File: config.mk
export PLATFORM = sky130hd
export DESIGN_NAME = obc_option_decoder
export DESIGN_NICKNAME = d
export VERILOG_FILES = /design/src/hw/obc_pkg.sv /design/src/hw/obc_nv_byte.sv /design/src/hw/obc_option_decoder.sv
export SDC_FILE = /design/constraint.sdc
export NUM_CORES = 1
export LEC_CHECK = 0
export BUFFER_PORTS_ARGS = -buffer_cell sky130_fd_sc_hd__buf_2
export CORE_MARGIN = 1
export CORE_UTILIZATION = 30
export CTS_CLUSTER_DIAMETER = 40
export DETAILED_ROUTE_END_ITERATION = 12
export HOLD_SLACK_MARGIN = 0.03
export PLACE_DENSITY = 0.62
export REMOVE_ABC_BUFFERS = 1
export SLEW_MARGIN = 15
export SYNTH_ARGS = -nofsm -noshare
export SYNTH_HDL_FRONTEND = slang
export SYNTH_SLANG_ARGS = --single-unit
export TNS_END_PERCENT = 30
File: constraint.sdc
create_clock -name pclk -period 2.61 [get_ports pclk]
set_input_delay 0.522 -clock pclk [delete_from_list [all_inputs] [get_ports pclk]]
set_output_delay 0.522 -clock pclk [all_outputs]
set_load 0.01 [all_outputs]
File: src/hw/obc_pkg.sv
package obc_pkg;

  // ****************************************
  // Register map (byte addresses)
  // ****************************************
  localparam logic [7:0] OBC_OFF_OPT0 = 8'h00;
  localparam logic [7:0] OBC_OFF_OPT1 = 8'h04;
  localparam logic [7:0] OBC_OFF_ACTIVE = 8'h08;
  localparam logic [7:0] OBC_OFF_CMD = 8'h0c;
  localparam logic [7:0] OBC_OFF_STATUS = 8'h10;

  // ****************************************
  // Unprogrammed contents
  // ****************************************
  localparam logic [7:0] OBC_OPT0_DEFAULT = 8'hfc;
  localparam logic [7:0] OBC_OPT1_DEFAULT = 8'hef;

  // ****************************************
  // Byte 0 fields
  // ****************************************
  localparam int OBC_B0_RSVD = 7;
  localparam int OBC_B0_RANGE_HI = 6;
  localparam int OBC_B0_RANGE_LO = 4;
  localparam int OBC_B0_SIZE_HI = 3;
  localparam int OBC_B0_SIZE_LO = 2;
  localparam int OBC_B0_RDLOCK = 1;
  localparam int OBC_B0_WRLOCK = 0;

  // ****************************************
  // Byte 1 fields
  // ****************************************
  localparam int OBC_B1_PLLFAC = 7;
  localparam int OBC_B1_PLLBYP = 6;
  localparam int OBC_B1_FTBYP = 5;
  localparam int OBC_B1_RCOFF = 4;
  localparam int OBC_B1_UV_HI = 3;
  localparam int OBC_B1_UV_LO = 2;
  localparam int OBC_B1_WDGSW = 1;
  localparam int OBC_B1_WDGHALT = 0;

  // ****************************************
  // Codes
  // ****************************************
  localparam logic [2:0] OBC_RNG_LP = 3'h0;
  localparam logic [2:0] OBC_RNG_MP = 3'h1;
  localparam logic [2:0] OBC_RNG_MS = 3'h2;
  localparam logic [2:0] OBC_RNG_HS = 3'h3;
  localparam logic [2:0] OBC_RNG_VLP = 3'h4;
  localparam logic [2:0] OBC_RNG_EXT_XTAL = 3'h5;
  localparam logic [2:0] OBC_RNG_RSVD = 3'h6;
  localparam logic [2:0] OBC_RNG_EXT_PB4 = 3'h7;
  localparam logic [1:0] OBC_UV_OFF = 2'h3;
  localparam logic [1:0] OBC_UV_HIGH = 2'h2;
  localparam logic [1:0] OBC_UV_MED = 2'h1;
  localparam logic [1:0] OBC_UV_LOW = 2'h0;

  // ****************************************
  // Sizes and timing
  // ****************************************
  localparam logic [12:0] OBC_BOOT_MIN_BYTES = 13'h0200;
  localparam int OBC_RSM_LONG_DELAY = 256;

  // ****************************************
  // Command and status bits
  // ****************************************
  localparam int OBC_CMD_ERASE = 0;
  localparam int OBC_ST_PROG = 0;
  localparam int OBC_ST_VALID = 1;
  localparam int OBC_ST_BUSY = 2;
  localparam int OBC_ST_REFUSED = 3;
  localparam int OBC_ST_WLOCK = 4;

  typedef enum logic [1:0] {
    OBC_LOAD = 2'b00,
    OBC_RUN = 2'b01,
    OBC_MEM_ERASE = 2'b10,
    OBC_OPT_ERASE = 2'b11
  } obc_state_t;

endpackage

File: src/hw/obc_nv_byte.sv
`timescale 1ns/1ps
`default_nettype none
module obc_nv_byte #(
  parameter logic [7:0] DEFAULT_VAL = 8'hff
) (
  // Clock and power-on
  input wire logic clk,
  input wire logic store_por_n,
  // Update
  input wire logic wr_en,
  input wire logic [7:0] wr_data,
  input wire logic erase,
  input wire logic [7:0] keep_mask,
  // Content
  output logic [7:0] q
);

  // ****************************************
  // Stored byte; kept bits change only at store power-on
  // ****************************************
  always_ff @(posedge clk or negedge store_por_n) begin
    if (!store_por_n) begin
      q <= DEFAULT_VAL;
    end else if (erase) begin
      q <= (q & keep_mask) | (DEFAULT_VAL & ~keep_mask);
    end else if (wr_en) begin
      q <= (q & keep_mask) | (wr_data & ~keep_mask);
    end
  end

endmodule
`default_nettype wire

File: src/hw/obc_option_decoder.sv
`timescale 1ns/1ps
`default_nettype none
module obc_option_decoder
  import obc_pkg::*;
(
  // Clock and resets
  input wire logic pclk,
  input wire logic presetn,
  input wire logic store_por_n,
  // APB slave
  input wire logic psel,
  input wire logic penable,
  input wire logic pwrite,
  input wire logic [7:0] paddr,
  input wire logic [31:0] pwdata,
  output logic [31:0] prdata,
  output logic pready,
  output logic pslverr,
  // Mode and memory erase handshake
  input wire logic prog_mode,
  output logic mem_erase_req,
  input wire logic mem_erase_done,
  output logic config_valid,
  // Clock source
  output logic rc_osc_on,
  output logic [2:0] resonator_range_sel,
  output logic very_low_power_drive,
  output logic low_power_drive,
  output logic medium_power_drive,
  output logic medium_speed_drive,
  output logic high_speed_drive,
  output logic ext_clock_input,
  output logic ext_clk_from_crystal_in_pin,
  output logic ext_clk_from_port_b_bit4_pin,
  output logic range_reserved,
  output logic rsm_long_delay,
  // PLLs
  output logic pll_factor_sel,
  output logic main_pll_bypass,
  output logic fast_timer_pll_bypass,
  // Memory protection
  output logic [1:0] boot_block_size,
  output logic [12:0] boot_block_bytes,
  output logic readout_lock,
  output logic program_write_lock,
  // Supply and watchdog
  output logic [1:0] undervoltage_level_sel,
  output logic uv_detect_enable,
  output logic watchdog_type_sel,
  output logic watchdog_hw_enable,
  output logic watchdog_halt_reset
);
  import obc_pkg::*;

  // ****************************************
  // Declarations
  // ****************************************
  obc_state_t state_q;
  logic [7:0] store0;
  logic [7:0] store1;
  logic [7:0] act0_q;
  logic [7:0] act1_q;
  logic refused_q;
  logic refused_d;
  logic setup_ph;
  logic wr_acc;
  logic rd_acc;
  logic sel_opt0;
  logic sel_opt1;
  logic sel_act;
  logic sel_cmd;
  logic sel_stat;
  logic mapped;
  logic opt_sel;
  logic opt_wr_ok;
  logic erase_req;
  logic erase_ok;
  logic opt_erase;
  logic bad_wr;
  logic bad_rd;
  logic busy;
  logic [7:0] keep0;
  logic [31:0] rd_word;
  logic rc_off;
  logic [2:0] rng;

  // ****************************************
  // APB decode
  // ****************************************
  assign setup_ph = psel && !penable;
  assign wr_acc = psel && penable && pwrite;
  assign rd_acc = psel && !pwrite;
  assign sel_opt0 = paddr == OBC_OFF_OPT0;
  assign sel_opt1 = paddr == OBC_OFF_OPT1;
  assign sel_act = paddr == OBC_OFF_ACTIVE;
  assign sel_cmd = paddr == OBC_OFF_CMD;
  assign sel_stat = paddr == OBC_OFF_STATUS;
  assign mapped = sel_opt0 || sel_opt1 || sel_act || sel_cmd || sel_stat;
  assign opt_sel = sel_opt0 || sel_opt1;
  assign busy = state_q != OBC_RUN;

  // Zero wait states
  assign pready = 1'b1;

  // Option bytes only move in programming mode
  assign opt_wr_ok = wr_acc && opt_sel && prog_mode && !busy;
  assign erase_req = wr_acc && sel_cmd && pwdata[OBC_CMD_ERASE];
  // Locked program memory can never be erased again
  assign erase_ok = erase_req && prog_mode && !busy && !store0[OBC_B0_WRLOCK];

  assign bad_wr = wr_acc && (!mapped || sel_act || (opt_sel && !opt_wr_ok)
                  || (erase_req && !erase_ok));
  assign bad_rd = psel && penable && !pwrite && (!mapped || (opt_sel && !prog_mode));
  assign pslverr = psel && penable && (bad_wr || bad_rd);

  // ****************************************
  // Non-volatile option store
  // ****************************************
  // Lock bit once set cannot be cleared by write or erase
  assign keep0 = {7'h00, store0[OBC_B0_WRLOCK]};
  assign opt_erase = state_q == OBC_OPT_ERASE;

  obc_nv_byte #(
    .DEFAULT_VAL(OBC_OPT0_DEFAULT)
  ) u_opt0 (
    .clk(pclk),
    .store_por_n(store_por_n),
    .wr_en(opt_wr_ok && sel_opt0),
    .wr_data(pwdata[7:0]),
    .erase(opt_erase),
    .keep_mask(keep0),
    .q(store0)
  );

  obc_nv_byte #(
    .DEFAULT_VAL(OBC_OPT1_DEFAULT)
  ) u_opt1 (
    .clk(pclk),
    .store_por_n(store_por_n),
    .wr_en(opt_wr_ok && sel_opt1),
    .wr_data(pwdata[7:0]),
    .erase(opt_erase),
    .keep_mask(8'h00),
    .q(store1)
  );

  // ****************************************
  // Load and erase sequencer
  // ****************************************
  always_ff @(posedge pclk or negedge presetn) begin
    if (!presetn) begin
      state_q <= OBC_LOAD;
    end else begin
      unique case (state_q)
        OBC_LOAD: begin
          state_q <= OBC_RUN;
        end
        OBC_RUN: begin
          if (erase_ok) begin
            // Read-out lock forces a full memory erase first
            state_q <= store0[OBC_B0_RDLOCK] ? OBC_MEM_ERASE : OBC_OPT_ERASE;
          end
        end
        OBC_MEM_ERASE: begin
          if (mem_erase_done) begin
            state_q <= OBC_OPT_ERASE;
          end
        end
        OBC_OPT_ERASE: begin
          state_q <= OBC_RUN;
        end
      endcase
    end
  end

  assign mem_erase_req = state_q == OBC_MEM_ERASE;

  // ****************************************
  // Active settings, captured once per reset
  // ****************************************
  always_ff @(posedge pclk or negedge presetn) begin
    if (!presetn) begin
      act0_q <= OBC_OPT0_DEFAULT;
      act1_q <= OBC_OPT1_DEFAULT;
      config_valid <= 1'b0;
    end else if (state_q == OBC_LOAD) begin
      act0_q <= store0;
      act1_q <= store1;
      config_valid <= 1'b1;
    end
  end

  // ****************************************
  // Clock source decode
  // ****************************************
  assign rc_off = act1_q[OBC_B1_RCOFF];
  assign rng = act0_q[OBC_B0_RANGE_HI:OBC_B0_RANGE_LO];

  always_ff @(posedge pclk or negedge presetn) begin
    if (!presetn) begin
      rc_osc_on <= 1'b0;
      resonator_range_sel <= 3'h0;
      very_low_power_drive <= 1'b0;
      low_power_drive <= 1'b0;
      medium_power_drive <= 1'b0;
      medium_speed_drive <= 1'b0;
      high_speed_drive <= 1'b0;
      ext_clock_input <= 1'b0;
      ext_clk_from_crystal_in_pin <= 1'b0;
      ext_clk_from_port_b_bit4_pin <= 1'b0;
      range_reserved <= 1'b0;
      rsm_long_delay <= 1'b0;
    end else begin
      rc_osc_on <= !rc_off;
      resonator_range_sel <= rng;
      // Drive and external clock decodes ignore the range while the RC oscillator runs
      very_low_power_drive <= rc_off && rng == OBC_RNG_VLP;
      low_power_drive <= rc_off && rng == OBC_RNG_LP;
      medium_power_drive <= rc_off && rng == OBC_RNG_MP;
      medium_speed_drive <= rc_off && rng == OBC_RNG_MS;
      high_speed_drive <= rc_off && rng == OBC_RNG_HS;
      ext_clock_input <= rc_off && (rng == OBC_RNG_EXT_XTAL || rng == OBC_RNG_EXT_PB4);
      ext_clk_from_crystal_in_pin <= rc_off && rng == OBC_RNG_EXT_XTAL;
      ext_clk_from_port_b_bit4_pin <= rc_off && rng == OBC_RNG_EXT_PB4;
      range_reserved <= rc_off && rng == OBC_RNG_RSVD;
      // Default range with RC selects the long reset delay
      rsm_long_delay <= !rc_off && rng == OBC_OPT0_DEFAULT[OBC_B0_RANGE_HI:OBC_B0_RANGE_LO];
    end
  end

  // ****************************************
  // PLL, protection, supply and watchdog
  // ****************************************
  always_ff @(posedge pclk or negedge presetn) begin
    if (!presetn) begin
      pll_factor_sel <= 1'b0;
      main_pll_bypass <= 1'b0;
      fast_timer_pll_bypass <= 1'b0;
      boot_block_size <= 2'h0;
      boot_block_bytes <= 13'h0000;
      readout_lock <= 1'b0;
      program_write_lock <= 1'b0;
      undervoltage_level_sel <= 2'h0;
      uv_detect_enable <= 1'b0;
      watchdog_type_sel <= 1'b0;
      watchdog_hw_enable <= 1'b0;
      watchdog_halt_reset <= 1'b0;
    end else begin
      pll_factor_sel <= act1_q[OBC_B1_PLLFAC];
      main_pll_bypass <= act1_q[OBC_B1_PLLBYP];
      fast_timer_pll_bypass <= act1_q[OBC_B1_FTBYP];
      boot_block_size <= act0_q[OBC_B0_SIZE_HI:OBC_B0_SIZE_LO];
      boot_block_bytes <= OBC_BOOT_MIN_BYTES << act0_q[OBC_B0_SIZE_HI:OBC_B0_SIZE_LO];
      readout_lock <= act0_q[OBC_B0_RDLOCK];
      // Store bit taken too, so a fresh lock holds at once
      program_write_lock <= act0_q[OBC_B0_WRLOCK] || store0[OBC_B0_WRLOCK];
      undervoltage_level_sel <= act1_q[OBC_B1_UV_HI:OBC_B1_UV_LO];
      uv_detect_enable <= act1_q[OBC_B1_UV_HI:OBC_B1_UV_LO] != OBC_UV_OFF;
      watchdog_type_sel <= act1_q[OBC_B1_WDGSW];
      watchdog_hw_enable <= !act1_q[OBC_B1_WDGSW];
      watchdog_halt_reset <= act1_q[OBC_B1_WDGHALT];
    end
  end

  // ****************************************
  // Status flag, set beats clear
  // ****************************************
  always_comb begin
    refused_d = refused_q;
    if (wr_acc && sel_stat && pwdata[OBC_ST_REFUSED]) begin
      refused_d = 1'b0;
    end
    if (wr_acc && (opt_sel || sel_cmd) && bad_wr) begin
      refused_d = 1'b1;
    end
  end

  always_ff @(posedge pclk or negedge presetn) begin
    if (!presetn) begin
      refused_q <= 1'b0;
    end else begin
      refused_q <= refused_d;
    end
  end

  // ****************************************
  // Read data, captured in setup phase
  // ****************************************
  always_comb begin
    rd_word = 32'h0000_0000;
    if (sel_opt0 && prog_mode) begin
      rd_word = {24'h000000, store0};
    end else if (sel_opt1 && prog_mode) begin
      rd_word = {24'h000000, store1};
    end else if (sel_act) begin
      rd_word = {16'h0000, act1_q, act0_q};
    end else if (sel_stat) begin
      rd_word[OBC_ST_PROG] = prog_mode;
      rd_word[OBC_ST_VALID] = config_valid;
      rd_word[OBC_ST_BUSY] = busy;
      rd_word[OBC_ST_REFUSED] = refused_q;
      rd_word[OBC_ST_WLOCK] = store0[OBC_B0_WRLOCK];
    end
  end

  always_ff @(posedge pclk or negedge presetn) begin
    if (!presetn) begin
      prdata <= 32'h0000_0000;
    end else if (setup_ph && rd_acc) begin
      prdata <= rd_word;
    end
  end

endmodule
`default_nettype wire

==> summary.txt <==
Synth
  – Mux contribution to synthesized area: 0.08258
  – Yosys warnings: 0
  – Top post-synthesis cells by area: dfrtp_1, dfstp_2, buf_4, mux2_2, mux2i_1
  – Post-synthesis adder-cell area fraction: 0.01678
  – #FFs+latches synth: 83
  – Seq/Total Area, Yosys: 0.5660
  – Syn Inst Count: 328
  – FFs w/ async S/R, synth: 1.000
  – Post-synth top area cell: dfrtp_1
  – Mapped cell area: 3727 um2
  – Largest family of logic cells by synthesized area: simple AND/OR/NAND/NOR gates
  – Number of synthesized flops with an enable pin: 0
  – Synth Area in Compound Gates: 0.09836
  – Yosys top cell area share: 0.3827
  – Synthesized area per cell: 11.36 um2
  – Primary FF master, synth: dfrtp_1
  – Synth unique cells: 47
  – Post-Synth Simple-Gate Area: 0.1615
  – Post-Synth XOR/XNOR Area: 0

Setup path
  – Reg-to-Reg Start: state_q[1]
  – Critical Path Fanout Max: 6
  – Startpoint Class: register
  – Buf/Inv on CP: 2
  – Reg2reg path depth: 5
  – Cells along the critical path: inv_1 > ha_2 > nand4_1 > a211oi_2 > o211a_1 > nor2_1 > buf_2
  – Slowest cell delay on critical path: 0.41 ns
  – Data required, critical path: 2.09 ns
  – Worst path slowest cell: dfrtp_1
  – Crit Path Category: reg -> out
  – Worst endpoint data arrival time: 1.93 ns
  – Setup slack, reg-to-reg: 0.47 ns
  – CP Capture Type: output port
  – CP top delay family: compound AO/OA/AOI/OAI gates
  – Worst r2r dst: u_opt0.q[1]

Cells and area
  – Final Instance Count excl. Fillers: 586
  – Most common cell after layout, fill and taps aside: buf_2
  – Commonest non-fill, non-tap cells in the layout: buf_2, dfrtp_1, nor2_1, conb_1, dfstp_2
  – Design area: 4556 um2
  – Fill count: 1197
  – Share of cells above drive strength 1: 0.3684
  – Area Growth Syn to Fin: 22.22%
  – Ant diodes: 0
  – Nets@finish: 466

Pwr
  – Overall Power: 3.883 mW
  – VDD IR max: 334.0 uV
  – P_leak: 2.090 nW
  – Total power per unit cell area: 852.2 nW/um2

GRT
  – Largest net degree at the start of global routing: 27
  – First-pass GRT wire length: 13630 um
  – Initial antenna violation count: 0
  – Gr usage total: 0.1384
  – Global route overflow: 0
  – Vias in the first global route: 2634

Worst hold path
  – Worst hold-check path type: in -> async

Detailed routing
  – Routed Antenna Nets: 0
  – Vias: 2670
  – Length of the first detailed-routing pass in iterations: 4
  – WL/cell: 14.24 um
  – DR DRC count: 0
  – Drt total wl: 8344 um
  – Initial DRC count: 137
  – DR vias/cell: 4.556

Floorplan
  – I/O pin total: 124
  – Die ar.: 12870 um2
  – Core area: 12060 um2
  – Die height: 113.5 um
  – Rows: 40
  – Starting Density: 0.3090
  – DIE WIDTH: 113.5 um

Clock tree
  – H-Tree Level Count: 3
  – Clock Latency Late Sink: 0.33 ns
  – Postcts setup bufs: 0
  – CTS tree: done
  – Clk root buf: clkbuf_16
  – CTS Hold Buffers Added: 0
  – Clock transition at path regs: 0.07 ns
  – Sinks on Clock Net: 83
  – Max Buffers Root-to-Sink: 2
  – CTS buffer count: 9

Timing
  – Slew headroom: 0.6190
  – Peak Freq: 0.4083 GHz
  – Total Neg Setup Slack: 0 ns
  – Clock Skew: 0.009793 ns
  – Unrepaired setup endpoints after global routing: false
  – Pins over their slew limit: 0
  – Post-layout min period: 2.449 ns
  – Final worst slack: 0.1606 ns
  – Fin. Hold Viols: 0
  – Post-route clock period utilization: 0.9385
  – Worst-margin pin slew: 0.5715 ns
  – Final setup fails: 0

Placed design
  – Port Buf Inserts: 73
  – Cell area after placement: 4264 um2
  – Dpl cells: 570
  – Routability Congestion: 0.8402
  – Pre-CTS setup slack: 0.2981 ns
  – Final HPWL DP: 6106 um

Flow run
  – Max cap viols: 0

Outcome
  – Status: finished clean
## where the power goes
| group | leakage (nW) | internal, mW | switching (mW) |
|---|---|---|---|
| clock | 0.133 | 0.658 | 0.536 |
| sequential | 0.989 | 1.62 | 0.175 |
| combinational | 0.968 | 0.397 | 0.493 |
## layout make-up
cell class	instances	area, um2	share of cell area
clock inverters	7	58.81	0.01291
inverters	6	22.52	0.004944
repair buffers	89	485.5	0.1066
flip-flops and latches	83	2110	0.4631
well taps	168	210.2	0.04614
multi-input cells	224	1444	0.3169
clock buffers	9	225.2	0.04944
## cell usage after synthesis (3+ instances only)
library cell	n
a211oi_1	6
a21o_1	4
a21oi_1	5
a22o_1	8
a22oi_1	3
a2bb2oi_1	3
buf_4	27
clkbuf_1	11
dfrtp_1	57
dfstp_2	26
ha_1	5
inv_1	6
mux2_2	14
mux2i_1	15
nand2_1	23
nand2b_1	14
nor2_1	39
nor2b_1	6
nor3_1	8
o21ai_0	9
## registers in the layout, indices dropped and copies added (netlist names), 2 cells and up
name and flops:
undervoltage_level_sel 2, act0_q 8, u_opt0.q 8, boot_block_size 2, boot_block_bytes 4, resonator_range_sel 3, act1_q 8, u_opt1.q 8
state_q 2, prdata 16
## kinds of logic (layout without fill, tap and decap cells)
family | after synthesis | after routing
AND/OR/NAND/NOR | 114 | 114
flip-flops | 83 | 83
AO/OA/AOI/OAI | 50 | 50
buffers and inverters | 45 | 111
multiplexers | 29 | 29
adder cells (fa/ha/maj) | 5 | 5
other | 2 | 26
## stage by stage
stage | util | hold slack (ns)
6_report | 0.3777 | 0.1108
5_1_grt | 0.3777 | 0.1235
4_1_cts | 0.3775 | 0.1113
3_5_place_dp | 0.3535 | 0.4012
3_3_place_gp | 0.3535 | 0.3971
2_1_floorplan | - | 0.2264
## worst max-delay path by stage
| stage | endpoint | slack, ns | start | depth (start not counted) |
|---|---|---|---|---|
| floorplan | u_opt1.q[0] | 0.52 | paddr[1] | 4 |
| global placement | pslverr | 0.34 | paddr[1] | 6 |
| detailed placement | pslverr | 0.30 | paddr[1] | 6 |
| CTS | pslverr | 0.05 | state_q[1] | 7 |
| global route | pslverr | 0.005 | state_q[1] | 7 |
| finish | pslverr | 0.16 | state_q[1] | 7 |
## per-layer routing
| layer | share of wire | up-vias | wire, um | GRT usage |
|---|---|---|---|---|
| met5 | 0 | - | 0 | 0 |
| met4 | 0.015 | 0 | 122 | 0.07105 |
| met3 | 0.047 | 6 | 391 | 0.02444 |
| met2 | 0.46 | 91 | 3852 | 0.2114 |
| met1 | 0.48 | 1319 | 3977 | 0.1888 |
| li1 | - | 1254 | - | - |
## what timing repair did
item / CTS / global route
pin swaps: 0 / 1
resized for setup: 1 / 1
endpoints found under the setup margin: 1 / 1
cloned: 0 / 0
Power figures use the tool's default switching activity.
